`config.mk`:
```
export PLATFORM = sky130hd
export DESIGN_NAME = opl_lamps
export DESIGN_NICKNAME = d
export VERILOG_FILES = /design/src/shared/opl_pkg.sv /design/src/hw/opl_tick_div.sv /design/src/hw/opl_lamps.sv
export VERILOG_INCLUDE_DIRS = /design/src /design/src/shared
export SDC_FILE = /design/constraint.sdc
export NUM_CORES = 1
export LEC_CHECK = 0
export BUFFER_PORTS_ARGS = -buffer_cell sky130_fd_sc_hd__buf_2
export CAP_MARGIN = 25
export CORE_MARGIN = 1.5
export CORE_UTILIZATION = 58
export CTS_BUF_LIST = sky130_fd_sc_hd__clkbuf_16
export DETAILED_ROUTE_END_ITERATION = 6
export PLACE_DENSITY = 0.9
export SLEW_MARGIN = 20
export SYNTH_ARGS = -nofsm -noshare
export SYNTH_HDL_FRONTEND = slang
export SYNTH_SLANG_ARGS = --single-unit
```
`constraint.sdc`:
```
create_clock -name aclk -period 3.4 [get_ports aclk]
set_input_delay 0.34 -clock aclk [delete_from_list [all_inputs] [get_ports aclk]]
set_output_delay 0.34 -clock aclk [all_outputs]
set_load 0.01 [all_outputs]
```
`src/shared/opl_consts.svh`:
```
/*
 * constants of the operator panel lamp block: register byte addresses,
 * field positions, reset values, bus responses and blink timing.
 * assumes a 40 MHz system clock.
 */
`ifndef OPL_CONSTS_SVH
`define OPL_CONSTS_SVH

// register byte addresses
`define OPL_ADDR_CTRL       8'h00
`define OPL_ADDR_SRC        8'h04
`define OPL_ADDR_MINF       8'h08
`define OPL_ADDR_STAT       8'h0c
`define OPL_ADDR_ISR        8'h10
`define OPL_ADDR_IMR        8'h14

// field positions
`define OPL_CTRL_KEY_EN     0
`define OPL_SRC_RUN_LSB     0
`define OPL_SRC_REF_LSB     4
`define OPL_STAT_REMOTE     8
`define OPL_STAT_STOP_LATCH 9
`define OPL_IRQ_FAULT       0
`define OPL_IRQ_ALARM       1
`define OPL_IRQ_MODE        2

// reset values
`define OPL_CTRL_KEY_EN_RST 1'h1

// source selection codes
`define OPL_SEL_PANEL       3'h0
`define OPL_REF_SEL_MAX     3'h4

// bus responses
`define OPL_RESP_OKAY       2'h0
`define OPL_RESP_SLVERR     2'h2

// blink timing
`define OPL_CLK_HZ          40000000
`define OPL_BLINK_HALF_MS   250
`define OPL_BLINK_HALF_CYC  ((`OPL_CLK_HZ / 1000) * `OPL_BLINK_HALF_MS)

`endif

```
`src/shared/opl_pkg.sv`:
```
/*
 * types of the operator panel lamp block: drive status and lamp
 * carriers, and the state records of the two modules.
 * assumes opl_consts.svh for all numeric constants.
 */
package opl_pkg;

    typedef struct packed {
        logic        fwd_cmd;
        logic        rev_cmd;
        logic        running;
        logic        decel;
        logic        fault;
        logic        alarm;
        logic [15:0] freq_ref;
    } opl_drv_t;

    typedef struct packed {
        logic forward_lamp;
        logic reverse_lamp;
        logic command_source_lamp;
        logic reference_source_lamp;
        logic alarm_lamp;
        logic run_lamp;
        logic stop_lamp;
    } opl_lamps_t;

    typedef struct packed {
        logic        awready;
        logic        wready;
        logic        bvalid;
        logic [1:0]  bresp;
        logic        aw_got;
        logic        w_got;
        logic [7:0]  awaddr;
        logic [31:0] wdata;
        logic [3:0]  wstrb;
        logic        arready;
        logic        rvalid;
        logic [1:0]  rresp;
        logic [31:0] rdata;
        logic        key_en;
        logic [1:0]  run_sel;
        logic [2:0]  ref_sel;
        logic [15:0] min_freq;
        logic [2:0]  isr;
        logic [2:0]  imr;
        logic        irq;
        logic        remote;
        logic        stop_latch;
        logic        fault_d;
        logic        alarm_d;
        logic        blink;
        opl_lamps_t  lamps;
    } opl_state_t;

    typedef struct packed {
        logic [23:0] cnt;
        logic        tick;
    } opl_div_t;

endpackage

```
`src/hw/opl_tick_div.sv`:
```
/*
 * clock divider giving a one-cycle enable pulse every PERIOD cycles.
 * assumes PERIOD of at least 2 and below 2**24.
 */
`timescale 1ns/1ps
`include "opl_consts.svh"

module opl_tick_div
    import opl_pkg::*;
#(
    parameter int unsigned PERIOD = `OPL_BLINK_HALF_CYC
) (
    // clock and reset
    input  wire logic aclk,
    input  wire logic aresetn,
    // enable pulse
    output logic      tick
);

    opl_div_t s_reg;
    opl_div_t s_next;

    always_comb begin
        s_next      = s_reg;
        s_next.tick = 1'b0;
        if (s_reg.cnt == 24'(PERIOD - 1)) begin
            s_next.cnt  = '0;
            s_next.tick = 1'b1;
        end else begin
            s_next.cnt = s_reg.cnt + 24'h1;
        end
    end

    always_ff @(posedge aclk) begin
        if (!aresetn) begin
            s_reg <= '0;
        end else begin
            s_reg <= s_next;
        end
    end

    assign tick = s_reg.tick;
endmodule

```
`src/hw/opl_lamps.sv`:
```
/*
 * status lamp logic of the drive keypad panel with an axi4-lite
 * register slave and one level interrupt.
 * assumes drive status and key pulses come from logic on aclk.
 */
// Functional notes
// - forward lamp on exactly while a forward run command is present.
// - reverse lamp on exactly while a reverse run command is present.
// - alarm lamp steady on while a fault is active.
// - alarm lamp flashes while an alarm, not a fault, is active.
// - local operation holds command and reference source lamps off.
// - remote with terminal, serial or option run source lights command lamp.
// - remote with keypad run source keeps command source lamp off.
// - remote with terminal, serial, option or pulse reference lights ref lamp.
// - remote with keypad reference source keeps reference lamp off.
// - run lamp on while running, blinking while decelerating, off stopped.
// - stop lamp steady while decelerating or stopped, off while running.
// - stop lamp blinks on run command with reference below minimum.
// - stop lamp blinks running remote after panel stop key press.
// - mode key toggles local and remote unless key is disabled.
`timescale 1ns/1ps
`include "opl_consts.svh"

module opl_lamps
    import opl_pkg::*;
#(
    parameter int unsigned BLINK_HALF_CYCLES = `OPL_BLINK_HALF_CYC
) (
    // clock and reset
    input  wire logic        aclk,
    input  wire logic        aresetn,
    // drive status and panel keys
    input  wire opl_drv_t    drv_status,
    input  wire logic        mode_key_press,
    input  wire logic        stop_key_press,
    // axi4-lite write
    input  wire logic        awvalid,
    output logic             awready,
    input  wire logic [7:0]  awaddr,
    input  wire logic        wvalid,
    output logic             wready,
    input  wire logic [31:0] wdata,
    input  wire logic [3:0]  wstrb,
    output logic             bvalid,
    input  wire logic        bready,
    output logic [1:0]       bresp,
    // axi4-lite read
    input  wire logic        arvalid,
    output logic             arready,
    input  wire logic [7:0]  araddr,
    output logic             rvalid,
    input  wire logic        rready,
    output logic [31:0]      rdata,
    output logic [1:0]       rresp,
    // lamps and interrupt
    output opl_lamps_t       lamps,
    output logic             irq
);

    localparam opl_state_t S_RST = '{
        key_en:  `OPL_CTRL_KEY_EN_RST,
        default: '0
    };

    opl_state_t s_reg;
    opl_state_t s_next;
    logic       blink_tick;

    opl_tick_div #(
        .PERIOD (BLINK_HALF_CYCLES)
    ) u_div (
        .aclk    (aclk),
        .aresetn (aresetn),
        .tick    (blink_tick)
    );

    function automatic logic [31:0] merge(input logic [31:0] cur,
                                          input logic [31:0] dat,
                                          input logic [3:0]  strb);
        logic [31:0] r;
        r = cur;
        for (int i = 0; i < 4; i++) begin
            if (strb[i]) begin
                r[8*i +: 8] = dat[8*i +: 8];
            end
        end
        return r;
    endfunction

    logic run_cmd;
    logic low_ref;
    logic stop_blink;

    assign run_cmd    = drv_status.fwd_cmd | drv_status.rev_cmd;
    assign low_ref    = run_cmd && (drv_status.freq_ref < s_reg.min_freq);
    assign stop_blink = low_ref
                     || (s_reg.remote && drv_status.running
                         && s_reg.stop_latch);

    always_comb begin
        logic [31:0] w;
        logic [31:0] rd;
        logic [2:0]  clr;
        logic [2:0]  ev;
        logic [31:0] mf;
        w      = merge('0, s_reg.wdata, s_reg.wstrb);
        mf     = merge({16'h0, s_reg.min_freq}, s_reg.wdata, s_reg.wstrb);
        rd     = '0;
        clr    = '0;
        ev     = '0;
        s_next = s_reg;

        // write channel
        if (s_reg.awready && awvalid) begin
            s_next.aw_got = 1'b1;
            s_next.awaddr = awaddr;
        end
        if (s_reg.wready && wvalid) begin
            s_next.w_got = 1'b1;
            s_next.wdata = wdata;
            s_next.wstrb = wstrb;
        end
        if (s_reg.bvalid && bready) begin
            s_next.bvalid = 1'b0;
        end
        if (s_reg.aw_got && s_reg.w_got) begin
            s_next.aw_got = 1'b0;
            s_next.w_got  = 1'b0;
            s_next.bvalid = 1'b1;
            s_next.bresp  = `OPL_RESP_OKAY;
            case ({s_reg.awaddr[7:2], 2'b00})
                `OPL_ADDR_CTRL: begin
                    if (s_reg.wstrb[0]) begin
                        s_next.key_en = w[`OPL_CTRL_KEY_EN];
                    end
                end
                `OPL_ADDR_SRC: begin
                    if (s_reg.wstrb[0]) begin
                        s_next.run_sel = w[`OPL_SRC_RUN_LSB +: 2];
                        s_next.ref_sel = w[`OPL_SRC_REF_LSB +: 3];
                    end
                end
                `OPL_ADDR_MINF: begin
                    s_next.min_freq = mf[15:0];
                end
                `OPL_ADDR_STAT: begin
                end
                `OPL_ADDR_ISR: begin
                    clr = w[2:0];
                end
                `OPL_ADDR_IMR: begin
                    if (s_reg.wstrb[0]) begin
                        s_next.imr = w[2:0];
                    end
                end
                default: begin
                    s_next.bresp = `OPL_RESP_SLVERR;
                end
            endcase
        end
        s_next.awready = !s_next.aw_got && !s_next.bvalid;
        s_next.wready  = !s_next.w_got && !s_next.bvalid;

        // read channel
        case ({araddr[7:2], 2'b00})
            `OPL_ADDR_CTRL: rd[`OPL_CTRL_KEY_EN] = s_reg.key_en;
            `OPL_ADDR_SRC: begin
                rd[`OPL_SRC_RUN_LSB +: 2] = s_reg.run_sel;
                rd[`OPL_SRC_REF_LSB +: 3] = s_reg.ref_sel;
            end
            `OPL_ADDR_MINF: rd[15:0] = s_reg.min_freq;
            `OPL_ADDR_STAT: begin
                rd[6:0]                  = s_reg.lamps;
                rd[`OPL_STAT_REMOTE]     = s_reg.remote;
                rd[`OPL_STAT_STOP_LATCH] = s_reg.stop_latch;
            end
            `OPL_ADDR_ISR: rd[2:0] = s_reg.isr;
            `OPL_ADDR_IMR: rd[2:0] = s_reg.imr;
            default: rd = '0;
        endcase
        if (s_reg.rvalid && rready) begin
            s_next.rvalid = 1'b0;
        end
        if (s_reg.arready && arvalid) begin
            s_next.rvalid = 1'b1;
            s_next.rdata  = rd;
            case ({araddr[7:2], 2'b00})
                `OPL_ADDR_CTRL, `OPL_ADDR_SRC, `OPL_ADDR_MINF,
                `OPL_ADDR_STAT, `OPL_ADDR_ISR, `OPL_ADDR_IMR:
                    s_next.rresp = `OPL_RESP_OKAY;
                default: s_next.rresp = `OPL_RESP_SLVERR;
            endcase
        end
        s_next.arready = !s_next.rvalid;

        // shared blink toggle
        if (blink_tick) begin
            s_next.blink = !s_reg.blink;
        end

        // local and remote selection
        if (mode_key_press && s_reg.key_en) begin
            s_next.remote          = !s_reg.remote;
            ev[`OPL_IRQ_MODE]      = 1'b1;
        end

        // stop key latch while running remote
        if (!drv_status.running || !s_reg.remote) begin
            s_next.stop_latch = 1'b0;
        end else if (stop_key_press) begin
            s_next.stop_latch = 1'b1;
        end

        // lamps
        s_next.lamps.forward_lamp = drv_status.fwd_cmd;
        s_next.lamps.reverse_lamp = drv_status.rev_cmd;
        s_next.lamps.command_source_lamp = s_reg.remote
            && (s_reg.run_sel != 2'(`OPL_SEL_PANEL));
        s_next.lamps.reference_source_lamp = s_reg.remote
            && (s_reg.ref_sel != `OPL_SEL_PANEL)
            && (s_reg.ref_sel <= `OPL_REF_SEL_MAX);
        if (drv_status.fault) begin
            s_next.lamps.alarm_lamp = 1'b1;
        end else begin
            s_next.lamps.alarm_lamp = drv_status.alarm
                                   && s_reg.blink;
        end
        if (drv_status.decel) begin
            s_next.lamps.run_lamp = s_reg.blink;
        end else begin
            s_next.lamps.run_lamp = drv_status.running;
        end
        if (stop_blink) begin
            s_next.lamps.stop_lamp = s_reg.blink;
        end else begin
            s_next.lamps.stop_lamp = drv_status.decel
                                  || !drv_status.running;
        end

        // interrupt status, set beats clear
        ev[`OPL_IRQ_FAULT] = drv_status.fault && !s_reg.fault_d;
        ev[`OPL_IRQ_ALARM] = drv_status.alarm && !s_reg.alarm_d;
        s_next.fault_d     = drv_status.fault;
        s_next.alarm_d     = drv_status.alarm;
        s_next.isr         = (s_reg.isr & ~clr) | ev;
        s_next.irq         = |(s_next.isr & s_next.imr);
    end

    always_ff @(posedge aclk) begin
        if (!aresetn) begin
            s_reg <= S_RST;
        end else begin
            s_reg <= s_next;
        end
    end

    assign awready = s_reg.awready;
    assign wready  = s_reg.wready;
    assign bvalid  = s_reg.bvalid;
    assign bresp   = s_reg.bresp;
    assign arready = s_reg.arready;
    assign rvalid  = s_reg.rvalid;
    assign rdata   = s_reg.rdata;
    assign rresp   = s_reg.rresp;
    assign lamps   = s_reg.lamps;
    assign irq     = s_reg.irq;
endmodule

```
==> impl_metrics.py <==
metrics = {
    "run_status": {
        "status": "finished, final reports clean",
    },
    "grt": {
        "track_usage_pct": 25.00,
        "grt_pass1_wl_mm": 19.60,
        "grt_start_max_net_pins": 63,
        "grt-ovfl-total": 0,
        "antenna_found_initial": 0,
        "grt_pass1_vias": 4300,
    },
    "place": {
        "io_buffers": 91,
        "place_congestion": 0.8848,
        "dp_slack_ns": 1.098,
        "post-dp-hpwl_mm": 8.500,
    },
    "clock_tree": {
        "cts_tree": "done",
        "cts-hold-fix-buffers": 0,
        "cts.sinks": 115,
        "clk_pin_slew_ns": 0.06,
        "htreeDepth": 4,
        "cts_resized": 0,
        "cts_buffers": 17,
        "cts.path.max_buffers": 2,
        "root_buffer": "clkbuf_16",
        "post-cts-setup-buffer-count": 0,
        "clock_latency_ns": 0.40,
    },
    "critical_path": {
        "end_kind": "register",
        "crit_type": "register to register",
        "r2r_start": "arready$_SDFF_PN0_",
        "start_kind": "register",
        "critPathLaunch": "arready$_SDFF_PN0_",
        "arrival_ns": 2.63,
        "path_max_fanout": 20,
        "required_ns": 3.74,
    },
    "route": {
        "drtAntennaViolNets": 0,
        "drc_errors": 0,
        "dr_total_vias": 4437,
        "drt_pass1_iterations": 5,
        "avgRoutedWirePerCell_um": 15.36,
        "via_per_inst": 5.595,
        "routed_wl_mm": 12.18,
        "dr.first_iter.drc_count": 228,
    },
    "yosys": {
        "synth_enable_flop_cells": 0,
        "synth.avg_cell_area_um2": 9.030,
        "yosys_warnings": 0,
        "ys_top_cells_by_area": "dfxtp_1 42%, mux2i_1 6.1%, buf_4 5.9%",
        "syn_inst": 604,
        "ys.flop_type": "dfxtp_1",
        "yosys_register_bits": 115,
        "yosysTopAreaCellShare_pct": 42.21,
        "synthesis.area_um2": 5454,
        "ys_types": 52,
        "yosysSeqAreaShare_pct": 42.21,
        "yosys.area.top_type": "dfxtp_1",
        "synthArstFlopShare_pct": 0,
    },
    "pwr": {
        "total_leakage_power_nw": 2.671,
        "vdd_drop_max_mv": 0.5849,
        "p_per_area_nw_per_um2": 530.2,
    },
    "timing": {
        "slew_headroom_pct": 50.00,
        "finClkSkew_ns": 0.008831,
        "setup_tns_ns": 0,
        "drv_slew": 0,
        "period_minus_slack_ns": 2.286,
        "holdWs_ns": 0.1601,
        "tightest_slew_ns": 0.7501,
        "rsz0062_at_grt": "false",
        "setup_viol": 0,
        "fin_crit_sh_pct": 67.24,
        "layout_setup_ws_ns": 1.114,
        "clock.fmax_mhz": 437.4,
        "hold_viol": 0,
    },
    "floorplan": {
        "num_rows": 35,
        "core-area_um2": 9196,
        "die_h_um": 99.97,
        "die_w_um": 99.97,
        "initial_core_util_pct": 59.31,
        "ios": 132,
        "dieArea_um2": 9994,
    },
    "final_layout": {
        "diodes": 0,
        "syn2layout_area_growth_pct": 14.73,
        "drive_above_1_share_pct": 20.67,
        "final_nets": 768,
        "largest_register_ffs": 59,
    },
    "hold_path": {
        "min_from": "drv_status[20]",
        "min_path_type": "input pin to register",
    },
    "flow_run": {
        "max_cap_violations": 0,
    },
}
## cells by family (layout without fill, tap and decap cells)
family	count (synthesis)	count (layout)	share of synthesized area, %
multiplexers	33	33	6.056
XOR/XNOR	25	25	4.015
buffers and inverters	88	149	9.635
adder cells (fa/ha/maj)	16	16	3.671
other	1	18	0.06876
flip-flops	115	115	42.21
AND/OR/NAND/NOR	245	245	23.88
AO/OA/AOI/OAI	81	81	10.46
## worst paths after layout
kind / end / slack, ns / cells past startpoint
max: rdata[11]$_SDFFE_PN0P_ / 1.11 / 5
min: lamps[5]$_SDFF_PN0_ / 0.16 / 2
max reg2reg: rdata[11]$_SDFFE_PN0P_ / 1.11 / 5
min reg2reg: s_reg[84]$_SDFFE_PN0P_ / 0.47 / 2
## critical path, cell delays in order, from the launching register on
cell and delay, ns:
dfxtp_1 0.35, nand2_1 0.40, or4_1 0.67, nor3b_2 0.52, a22oi_1 0.15, nor2b_1 0.13
## routing by layer
metal	vias to the layer above	routed length (um)	global-route usage (%)
met5	-	0	0
met4	0	352	11.59
met3	32	787	7.312
met2	189	6215	44.27
met1	2089	4824	27.55
li1	2127	-	-
## power by group
| part | switching (mW) | leakage [nW] | internal, mW | total (mW) |
|---|---|---|---|---|
| clock | 0.626 | 0.282 | 1.07 | 1.69 |
| combinational | 0.120 | 1.45 | 0.0882 | 0.209 |
| sequential | 0.0317 | 0.934 | 1.38 | 1.41 |
## cell usage after synthesis (4+ instances only)
cell type,instances
dfxtp_1,115
nand2_1,82
buf_4,43
nor2b_1,41
mux2i_1,33
a21boi_0,29
nor2_1,26
inv_1,25
nand3_1,25
xor2_1,20
clkbuf_1,17
ha_1,16
a22oi_1,14
nor2_2,13
o21ai_0,12
and2_1,11
a21oi_1,8
nand4_1,8
and3_1,7
nor3_1,7
nand2b_1,6
xnor2_1,5
o211ai_1,4
## area by class of cell
class	instances	area, um2
tap	111	138.9
clock buffer	17	425.4
fill	684	2939
clock inverter	15	143.9
inverter	25	93.84
timing repair buffer	92	462.9
multi-input combinational	418	2690
sequential	115	2302
## per-stage QoR
| step | util (%) | instances | total power [mW] | cell area [um2] |
|---|---|---|---|---|
| final | 68.04 | 793 | 3.318 | 6257 |
| after floorplan | - | 621 | 1.589 | 5518 |
| after global routing | 68.04 | 793 | 3.414 | 6257 |
| after detailed placement | 61.85 | 761 | 1.644 | 5688 |
| after global placement | 61.85 | 761 | 1.633 | 5688 |
| after CTS | 68.04 | 793 | 3.323 | 6257 |
## layout by cell type, fill, tap and decap left out, types with 3 or more instances in the layout
cell,Yosys,routed
xor2_1,20,20
o21ai_0,12,12
inv_1,25,27
nor2_1,26,26
nor2_2,13,13
dfxtp_1,115,115
ha_1,16,16
buf_2,0,91
nor3_1,7,7
o211ai_1,4,4
and2_1,11,11
clkinv_1,0,3
clkbuf_16,0,17
clkinv_4,0,5
nor2b_1,41,41
nand2b_1,6,6
a21oi_1,8,8
nand4_1,8,8
and3_1,7,7
nand3_1,25,25
xnor2_1,5,5
mux2i_1,33,33
a22oi_1,14,14
conb_1,1,18
a21boi_0,29,29
nand2_1,82,82
No activity file was read; power rests on OpenSTA's default activity.
